<file path="src/verilog/cp_irq_pkg.sv">
// constants of the content-protection interrupt and status block
//
// Summary of operation
// - set receiver_key_ready once the receiver key sits in receiver_key_regs.
// - outside repeater mode, pause authentication until controller sets receiver_key_valid.
// - clear receiver_key_ready when the controller sets receiver_key_valid.
// - set link_authenticated when authentication succeeds; protected video only after.
// - clear link_authenticated when authentication is lost or restarted.
// - irq_enable resets to zero; every bit is readable and writable.
// - irq_enable bit 0 gates the interrupt output globally.
// - irq_status bit 7 sets on indirect register access complete.
// - irq_status bit 6 sets on receiver detect, or on lock when selected.
// - irq_status bit 5 sets on an interrupt request from the receiver.
// - irq_status bit 4 sets when the repeater key list is ready.
// - irq_status bit 3 sets when the receiver key is ready.
// - irq_status bit 2 sets on authentication failure or loss.
// - irq_status bit 1 sets on successful authentication.
// - irq_status bit 0 is any enabled status; status is read-only, resets zero.
// - the receiver interrupt input is active low.
// - after key-list-ready, pause until the controller sets key_list_valid.
package cp_irq_pkg;

    localparam int          DATA_W            = 8;
    localparam int          ADDR_W            = 8;
    localparam int          NUM_EVT           = 7;

    // register offsets
    localparam logic [7:0]  ADDR_PROT_STATUS  = 8'hC4;
    localparam logic [7:0]  ADDR_IRQ_ENABLE   = 8'hC6;
    localparam logic [7:0]  ADDR_IRQ_STATUS   = 8'hC7;

    // reset values
    localparam logic [7:0]  IRQ_ENABLE_RST    = 8'h00;
    localparam logic [7:0]  IRQ_STATUS_RST    = 8'h00;
    localparam logic [7:0]  READ_ZERO         = 8'h00;

    // irq_enable / irq_status bit positions
    localparam int          BIT_GLOBAL        = 0;
    localparam int          BIT_AUTH_SUCCESS  = 1;
    localparam int          BIT_AUTH_FAILURE  = 2;
    localparam int          BIT_KEY_READY     = 3;
    localparam int          BIT_KEY_LIST      = 4;
    localparam int          BIT_RX_REQUEST    = 5;
    localparam int          BIT_RX_DETECT     = 6;
    localparam int          BIT_INDIRECT      = 7;

    // protection_status bit positions
    localparam int          BIT_AUTHENTICATED = 0;
    localparam int          BIT_RX_KEY_READY  = 1;
    localparam int          NUM_PROT          = 2;

endpackage

</file>
<file path="src/verilog/flag_if.sv">
// set/clear/value bundle between the top and its sticky flag bank
`timescale 1ns/1ps
interface flag_if #(parameter int W = 1);
    logic [W-1:0] set;
    logic [W-1:0] clr;
    logic [W-1:0] q;
    modport owner (input set, input clr, output q);
    modport user  (output set, output clr, input q);
endinterface

</file>
<file path="src/verilog/status_flags.sv">
// bank of sticky flags where a set wins over a clear in the same cycle
`timescale 1ns/1ps
module status_flags #(
    parameter int W = 1
) (
    input  wire logic   clk,
    input  wire logic   rst,
    flag_if.owner       f
);
    typedef struct packed {
        logic [W-1:0] flags;
    } flag_state_t;

    flag_state_t s_q;
    flag_state_t s_d;

    always_comb
    begin
        s_d       = s_q;
        s_d.flags = (s_q.flags & ~f.clr) | f.set;
    end

    always_ff @(posedge clk)
    begin
        if (rst)
            s_q <= '0;
        else
            s_q <= s_d;
    end

    assign f.q = s_q.flags;
endmodule // status_flags

</file>
<file path="src/verilog/edge_detect.sv">
// rising-edge detector for synchronous level inputs
`timescale 1ns/1ps
module edge_detect #(
    parameter int W = 1
) (
    input  wire logic         clk,
    input  wire logic         rst,
    input  wire logic [W-1:0] din,
    output logic      [W-1:0] rise
);
    typedef struct packed {
        logic [W-1:0] prev;
    } edge_state_t;

    edge_state_t s_q;
    edge_state_t s_d;

    always_comb
    begin
        s_d      = s_q;
        s_d.prev = din;
    end

    always_ff @(posedge clk)
    begin
        if (rst)
            s_q <= '0;
        else
            s_q <= s_d;
    end

    assign rise = din & ~s_q.prev;
endmodule // edge_detect

</file>
<file path="src/verilog/content_protection_irq_status.sv">
// interrupt and status logic of the content-protection transmitter
`timescale 1ns/1ps
module content_protection_irq_status (
    input  wire logic        clk,
    input  wire logic        rst,
    // register access from the serial control bus slave
    input  wire logic [7:0]  reg_addr,
    input  wire logic        reg_wr,
    input  wire logic [7:0]  reg_wdata,
    input  wire logic        reg_rd,
    output logic      [7:0]  reg_rdata,
    // events from the authentication engine and link
    input  wire logic        indirect_done,
    input  wire logic        receiver_detect,
    input  wire logic        receiver_lock,
    input  wire logic        receiver_detect_select,
    input  wire logic        receiver_irq_n,
    input  wire logic        key_list_ready,
    input  wire logic        receiver_key_loaded,
    input  wire logic        auth_pass,
    input  wire logic        auth_fail,
    input  wire logic        auth_restart,
    input  wire logic        repeater_mode,
    // controller handshakes from protection_control
    input  wire logic        receiver_key_valid,
    input  wire logic        key_list_valid,
    // outputs
    output logic             auth_pause,
    output logic             receiver_key_ready,
    output logic             link_authenticated,
    output logic             irq
);

    ////////////////////////////////////////////////////////////////////////////////
    // state

    typedef struct packed {
        logic [7:0] irq_enable;
        logic [7:0] rdata;
        logic       irq;
        logic       list_wait;
    } top_state_t;

    top_state_t s_q;
    top_state_t s_d;

    logic [cp_irq_pkg::NUM_EVT-1:0]  evt_set;
    logic [cp_irq_pkg::NUM_EVT-1:0]  evt_q;
    logic [7:0]                      irq_status;
    logic                            global_int;
    logic [1:0]                      edge_in;
    logic [1:0]                      edge_rise;
    logic                            detect_src;
    logic                            rd_status;
    logic [7:0]                      prot_status;

    flag_if #(.W(cp_irq_pkg::NUM_EVT))  evt_f ();
    flag_if #(.W(cp_irq_pkg::NUM_PROT)) prot_f ();

    ////////////////////////////////////////////////////////////////////////////////
    // level inputs turned into events

    // with the select bit set, the detect event waits for receiver lock
    assign detect_src = receiver_detect_select ? receiver_lock : receiver_detect;
    assign edge_in[0] = detect_src;
    assign edge_in[1] = ~receiver_irq_n;

    edge_detect #(.W(2)) u_edges (
        .clk  (clk),
        .rst  (rst),
        .din  (edge_in),
        .rise (edge_rise)
    );

    ////////////////////////////////////////////////////////////////////////////////
    // sticky interrupt status, bits 7..1 stored as evt bits 6..0

    always_comb
    begin
        evt_set                                = '0;
        evt_set[cp_irq_pkg::BIT_AUTH_SUCCESS-1] = auth_pass;
        evt_set[cp_irq_pkg::BIT_AUTH_FAILURE-1] = auth_fail;
        evt_set[cp_irq_pkg::BIT_KEY_READY-1]    = receiver_key_loaded;
        evt_set[cp_irq_pkg::BIT_KEY_LIST-1]     = key_list_ready;
        evt_set[cp_irq_pkg::BIT_RX_REQUEST-1]   = edge_rise[1];
        evt_set[cp_irq_pkg::BIT_RX_DETECT-1]    = edge_rise[0];
        evt_set[cp_irq_pkg::BIT_INDIRECT-1]     = indirect_done;
    end

    // a status read clears the event bits; a same-cycle event survives
    assign rd_status = reg_rd && (reg_addr == cp_irq_pkg::ADDR_IRQ_STATUS);
    assign evt_f.set = evt_set;
    assign evt_f.clr = {cp_irq_pkg::NUM_EVT{rd_status}};
    assign evt_q     = evt_f.q;

    status_flags #(.W(cp_irq_pkg::NUM_EVT)) u_evt_flags (
        .clk (clk),
        .rst (rst),
        .f   (evt_f)
    );

    assign global_int = |(evt_q
        & s_q.irq_enable[cp_irq_pkg::BIT_INDIRECT:cp_irq_pkg::BIT_AUTH_SUCCESS]);
    assign irq_status = {evt_q, global_int};

    ////////////////////////////////////////////////////////////////////////////////
    // protection status: authenticated and receiver key ready

    assign prot_f.set[cp_irq_pkg::BIT_AUTHENTICATED] = auth_pass;
    assign prot_f.clr[cp_irq_pkg::BIT_AUTHENTICATED] = auth_fail | auth_restart;
    assign prot_f.set[cp_irq_pkg::BIT_RX_KEY_READY]  = receiver_key_loaded;
    assign prot_f.clr[cp_irq_pkg::BIT_RX_KEY_READY]  = receiver_key_valid;

    status_flags #(.W(cp_irq_pkg::NUM_PROT)) u_prot_flags (
        .clk (clk),
        .rst (rst),
        .f   (prot_f)
    );

    assign link_authenticated = prot_f.q[cp_irq_pkg::BIT_AUTHENTICATED];
    assign receiver_key_ready = prot_f.q[cp_irq_pkg::BIT_RX_KEY_READY];
    assign prot_status        = {6'h00, prot_f.q};

    ////////////////////////////////////////////////////////////////////////////////
    // register access, enable register and interrupt output

    always_comb
    begin
        s_d = s_q;
        if (reg_wr && (reg_addr == cp_irq_pkg::ADDR_IRQ_ENABLE))
        begin
            s_d.irq_enable = reg_wdata;
        end
        if (reg_rd)
        begin
            if (reg_addr == cp_irq_pkg::ADDR_IRQ_ENABLE)
                s_d.rdata = s_q.irq_enable;
            else if (reg_addr == cp_irq_pkg::ADDR_IRQ_STATUS)
                s_d.rdata = irq_status;
            else if (reg_addr == cp_irq_pkg::ADDR_PROT_STATUS)
                s_d.rdata = prot_status;
            else
                s_d.rdata = cp_irq_pkg::READ_ZERO;
        end
        // output follows enable and status one cycle later
        s_d.irq = s_q.irq_enable[cp_irq_pkg::BIT_GLOBAL] & global_int;
        // key list handshake: wait until the controller marks it valid
        if (key_list_ready)
            s_d.list_wait = 1'b1;
        else if (key_list_valid)
            s_d.list_wait = 1'b0;
    end

    always_ff @(posedge clk)
    begin
        if (rst)
        begin
            s_q            <= '0;
            s_q.irq_enable <= cp_irq_pkg::IRQ_ENABLE_RST;
            s_q.rdata      <= cp_irq_pkg::READ_ZERO;
        end
        else
        begin
            s_q <= s_d;
        end
    end

    assign reg_rdata = s_q.rdata;
    assign irq       = s_q.irq;

    // outside repeater mode the engine holds after receiver key ready
    assign auth_pause = (receiver_key_ready & ~repeater_mode) | s_q.list_wait;
endmodule // content_protection_irq_status

</file>
<file path="config.mk">
export PLATFORM = sky130hd
export DESIGN_NAME = content_protection_irq_status
export DESIGN_NICKNAME = d
export VERILOG_FILES = /design/src/verilog/cp_irq_pkg.sv /design/src/verilog/flag_if.sv /design/src/verilog/status_flags.sv /design/src/verilog/edge_detect.sv /design/src/verilog/content_protection_irq_status.sv
export SDC_FILE = /design/constraint.sdc
export NUM_CORES = 1
export LEC_CHECK = 0
export BUFFER_PORTS_ARGS = -buffer_cell sky130_fd_sc_hd__buf_4
export CAP_MARGIN = 20
export CORE_AREA = 2 2 58 60
export CTS_BUF_LIST = sky130_fd_sc_hd__clkbuf_8
export CTS_CLUSTER_SIZE = 20
export DETAILED_ROUTE_END_ITERATION = 7
export DIE_AREA = 0 0 60 62
export GPL_TIMING_DRIVEN = 0
export PLACE_DENSITY = 0.71
export REMOVE_ABC_BUFFERS = 1
export SYNTH_ARGS = -nofsm -noshare
export SYNTH_HDL_FRONTEND = slang
export SYNTH_HIERARCHICAL = 1
export SYNTH_SLANG_ARGS = --single-unit
</file>
<file path="constraint.sdc">
create_clock -name clk -period 5.35 [get_ports clk]
set_clock_uncertainty 0.15 [all_clocks]
set_input_delay 0.2675 -clock clk [delete_from_list [all_inputs] [get_ports clk]]
set_output_delay 0.2675 -clock clk [all_outputs]
set_load 0.05 [all_outputs]
</file>
[Word-level counts from Yosys, hierarchy flattened]
Index checks and enable logic that the tools add are counted.
Word-level totals
  input port bits: 33
  logic and storage cells: 35
  register bits after elaboration: 29
  output and inout port bits: 12
Cells by class
  bitwise logic cells: 15
  reductions and logical operators: 4
  multiplexer cells: 6
  equality and inequality tests: 3
Operators with widths (count)
  equality test 8 bit (second input constant): 3
  2-to-1 mux 8 bit: 2
  bitwise AND 7 bit: 2
  inverter 7 bit: 1
  bitwise OR 7 bit: 1
  OR reduction 7 bit: 1
  bitwise AND 2 bit: 2
  inverter 2 bit: 2
  2-to-1 mux 1 bit: 3
  bitwise AND 1 bit: 2
  logical AND 1 bit: 2
  2-to-1 mux 2 bit: 1
  inverter 1 bit: 2
  bitwise OR 1 bit: 2
  bitwise OR 2 bit: 1
  nonzero test 2 bit: 1

[Depth between registers and ports, before layout]
  word-level depth: 5
  gate-level depth with buffers: 5
  depth with buffers taken out: 5

[Cells and area by module]
The synthesis kept the hierarchy.
By module, submodules not included
  content_protection_irq_status: times used 1, sequential area each 360.3 um^2, cells an instance 97, area each 907.1 um^2
  status_flags at u_evt_flags: times used 1, sequential area each 140.1 um^2, cells an instance 28, area each 297.8 um^2
  edge_detect: times used 1, sequential area each 40.0 um^2, cells an instance 6, area each 70.1 um^2
  status_flags at u_prot_flags: times used 1, sequential area each 40.0 um^2, cells an instance 8, area each 70.1 um^2

[Least setup slack after synthesis]
Ideal clock, no wire load.
  path type: input -> register
  start: input port reg_addr[5]
  end: register u_evt_flags.s_q, in the netlist u_evt_flags/f.q[0]
  buffers on the path: 0
  required time: 5.084 ns
  library setup time: 0.116 ns
  setup slack: 3.270 ns
  stages on the path: 5
  arrival time: 1.814 ns
  cells stage by stage: or4b_4 -> nor3_1 -> and2_1 -> nand2b_4 -> a21oi_1
On the way
  cells in the longest elaborated chain, start to end: 5
RTL lines
  from (decl): RTL line content_protection_irq_status.sv:7  | input wire logic [7:0] reg_addr,
  equality test 8 bit: RTL line content_protection_irq_status.sv:91  | assign rd_status = reg_rd && (reg_addr == cp_irq_pkg::ADDR_IRQ_STATUS);
  logical AND 1 bit: RTL line content_protection_irq_status.sv:91
  named net rd_status: RTL line content_protection_irq_status.sv:54  | logic rd_status;
  inverter 7 bit: RTL line status_flags.sv:20  | s_d.flags = (s_q.flags & ~f.clr) | f.set;
  bitwise AND 7 bit: RTL line status_flags.sv:20
  bitwise OR 7 bit: RTL line status_flags.sv:20
  to (signal assigned): RTL line status_flags.sv:26  | s_q <= '0;
  to (signal assigned): RTL line status_flags.sv:28  | s_q <= s_d;
  to (decl): RTL line status_flags.sv:14  | flag_state_t s_q;
The timed path passes the listed nets, and every way through them passes these cells.
A chain may end at the register's enable or synchronous reset.

[Final worst setup path]
  start: input port reg_addr[5]
  end: register u_evt_flags.s_q, in the netlist u_evt_flags/f.q[4]
The elaborated chain is that of the path after synthesis.

==> key figures <==
STA
  – Worst-Margin Slew: ~0.9 ns
  – Final Hold Violating Endpoints: 0
  – Slew Limit Headroom: 40.6%
  – Period utilisation layout: 42.8%
  – Aggregate negative setup slack: 0 ns
  – Setup-failing EPs final: 0
  – Fmax achieved: 0.437 GHz
  – Post-layout min period: roughly 2.3 ns
  – Number of pins with negative max-slew slack in the final report: 0
  – Unrepaired setup endpoints after global routing: false

Place
  – GP Congestion: 0.799
  – Total instance count after detailed placement: 218
  – Number of input and output port buffers inserted: 44
  – Standard cell area after detailed placement: 1650 µm²
  – Post-DP HPWL: 1.99 mm

Drt
  – Number of detailed-route iterations in the first pass: 4
  – Post-detailed-routing wire length: ~2.7 mm
  – Post-DRT Antenna Nets: 0
  – Remaining DRCs: 0
  – Average detailed-routed wire length per instance: 12.0 µm
  – Starting DRT DRC Count: 55
  – Via Count: 1086
  – Post-detailed-route via-to-cell ratio: about 4.8

Floorplan
  – Area of the core: 3180 µm²
  – Floorplan die width: roughly 60 µm
  – Number of core rows: 21
  – Die outline area: 3720 µm²
  – Starting Density: 42.3%
  – Die outline height: between 60 and 70 µm
  – I/O pin count: 45

GRT
  – Peak-usage layer in the global routing report: met2
  – Antenna violations before repair: 0
  – First-pass GRT wire length: approximately 4.3 mm
  – Pin count of the biggest net entering global routing: 30
  – Vias in the first global route: 1027
  – Grt ovf: 0
  – GR Layer Usage met1: 17.3%
  – GRT Resource Usage Total: 15.6%
  – Met2 usage in global routing: approximately a quarter
  – Met3 demand-to-capacity share in global routing: under 10%

Yosys
  – Cell area after technology mapping: 1350 µm²
  – Xor-xnor portion of the synthesized cell area: 0%
  – Count of flip-flops with a built-in enable after synthesis: 0
  – Async set or reset register ratio after synthesis: 0%
  – Synth Area per Inst: around 9.7 µm²
  – Post-synthesis sequential element count: 29
  – Share of cell area taken by muxes after synthesis: between 10% and 20%
  – Synth warnings: 6
  – Synth Area in Compound Gates: 12.2%
  – Largest family of logic cells by synthesized area: simple AND/OR/NAND/NOR gates
  – Most frequent cells after synthesis: 29 x sky130_fd_sc_hd__dfxtp_1, 19 x sky130_fd_sc_hd__nor2_1, 14 x sky130_fd_sc_hd__inv_1
  – Instance count of the mapped netlist: 139
  – Area fraction in and, or, nand and nor cells after synthesis: approximately 22%
  – Leading register cell type out of synthesis: sky130_fd_sc_hd__dfxtp_1
  – Fraction of post-synthesis cell area in the top cell type by area: 43.2%
  – Count leader, synth: sky130_fd_sc_hd__dfxtp_1
  – Post-synth top area cell: sky130_fd_sc_hd__dfxtp_1
  – Leading post-synthesis cells by cell area: sky130_fd_sc_hd__dfxtp_1 43%, sky130_fd_sc_hd__nand2b_4 7.2%, sky130_fd_sc_hd__mux2i_1 6.7%
  – Count of cell types in the netlist: 29
  – Sequential fraction of the synthesis area: 43.2%
  – Post-synthesis share of cell area spent on full adders, half adders and majority gates: 0%

Critical path
  – Reg-to-reg slack, setup: 3.83 ns
  – Critical R2R Launch: u_evt_flags/f.q[4]
  – CP Depth: 6
  – Critical Path End Type: flip-flop
  – Worst Path Required: 5.35 ns
  – Top delay family on crit path: simple AND/OR/NAND/NOR gates
  – R2r worst-path depth: 4
  – Crit. Startpoint: reg_addr[5]
  – Critical setup path kind: input port to flip-flop
  – CP max-delay cell: sky130_fd_sc_hd__nor3_1
  – Highest net fanout along the worst path: 8
  – Critical Path, Cell by Cell: buf_4, or4b_4, nor3_1, and2_1, nand2b_4, a21oi_1
  – Combined buffer and inverter count along the critical path: 1
  – Critical R2R Capture: reg_rdata[0]
  – Sort of element at the start of the critical path: input port
  – Highest cell delay on the worst timing path: 0.74 ns
  – Arrival time at the worst endpoint: 2.29 ns
  – End of the critical path: u_evt_flags/f.q[4]

Clock network
  – Total clock buffers created by CTS: 5
  – Cts-stage hold buffer count: 0
  – CTS tree: built
  – Number of buffers inserted to repair setup after CTS: 0
  – Maximum buffer depth of the clock tree: 2
  – # H-tree levels: 2
  – Clk Tree Root Cell: sky130_fd_sc_hd__clkbuf_8
  – Clk sinks: 29
  – Clock transition at the register clock pins on the worst setup and hold paths after CTS: ~0.06 ns
  – Cells resized by post-CTS repair: 0
  – Worst skew pair latency: about 0.28 ns

Finish
  – Area growth from synthesis to layout: 28.8%
  – Final Instance Area: ~1700 µm²
  – Total Nets Final: roughly 210
  – Non-filler cells in the finished layout: between 200 and 250
  – Layout cell share with drive strength beyond 1: about 38%
  – Antenna diode count: 0

Outcome
  – Result of the run: completed

Min path
  – Min-Delay Path Class: input port to flip-flop

Power
  – Worst vdd ir: 0.000151 V
  – Reported leakage power: 0.770 nW
  – Power density over the cells: 260 nW/µm²

Job
  – Max-cap check violation count: 0
[per-layer routing]
layer  part of all wire (%)  up-vias
met5                      0        -
li1                       -      543
met2                     49       36
met3                    6.3        8
met1                     42      499
met4                    2.6        0
[sequential cells by signal, indices dropped and copies added, names as in the netlist]
| signal | flops |
|---|---|
| irq | 1 |
| reg_rdata | 8 |
| s_q | 9 |
| u_edges/s_q | 2 |
| u_evt_flags/f.q | 7 |
| u_prot_flags/f.q | 2 |
[kinds of logic after synthesis]
logic type,count (synthesis)
buf+inv,25
mux,16
compound gates,25
flops,29
simple gates,44
[metrics by stage]
stage	setup WS, ns	util (%)	hold WS, ns	power, mW
floorplan	3.27	-	0.187	0.260
global placement	2.79	52.0	0.309	0.289
detailed placement	2.74	52.0	0.324	0.290
CTS	3.06	54.5	0.0515	0.455
global route	2.94	54.5	0.0685	0.468
finish	3.06	54.5	0.0536	0.450
[where the power goes]
part / switching [mW] / internal (mW)
Combinational: 0.0252 / 0.0303
Sequential: 0.00719 / 0.223
Clock: 0.0783 / 0.0863
Total: 0.111 / 0.339
[worst register-to-register path: cells and delay by family (launching register included)]
family | cells | cell delay, ns
compound gates | 3 | 0.70
simple gates | 1 | 0.16
flops | 1 | 0.35
[worst min-delay path by stage]
stage	start	slack, ns	cells after the start	to
after floorplan	rst	0.19	1	reg_rdata[1]
after global placement	reg_rdata[1]	0.31	2	reg_rdata[1]
after detailed placement	reg_rdata[1]	0.32	2	reg_rdata[1]
after CTS	key_list_ready	0.05	3	s_q[0]
after global routing	reg_wdata[5]	0.07	3	s_q[15]
final	key_list_ready	0.05	3	s_q[0]
[area by class of cell]
| cell class | count | area [µm²] |
|---|---|---|
| clock inverter | 3 | 11.3 |
| sequential | 29 | 581 |
| fill | 297 | 1450 |
| inverter | 14 | 52.6 |
| timing repair buffer | 44 | 330 |
| clock buffer | 5 | 68.8 |
| tap | 46 | 57.6 |
| multi-input combinational | 85 | 632 |
[cell usage in the layout (no fill, tap or decap), drive strengths merged, types with 2 or more instances in the layout]
cell / instances
a21oi: 11
a22oi: 8
buf: 44
clkbuf: 5
dfxtp: 29
inv: 17
mux2: 7
mux2i: 9
nand2: 2
nand2b: 9
nand3: 4
nor2: 19
nor2b: 4
(Power assumes the default switching activity.)
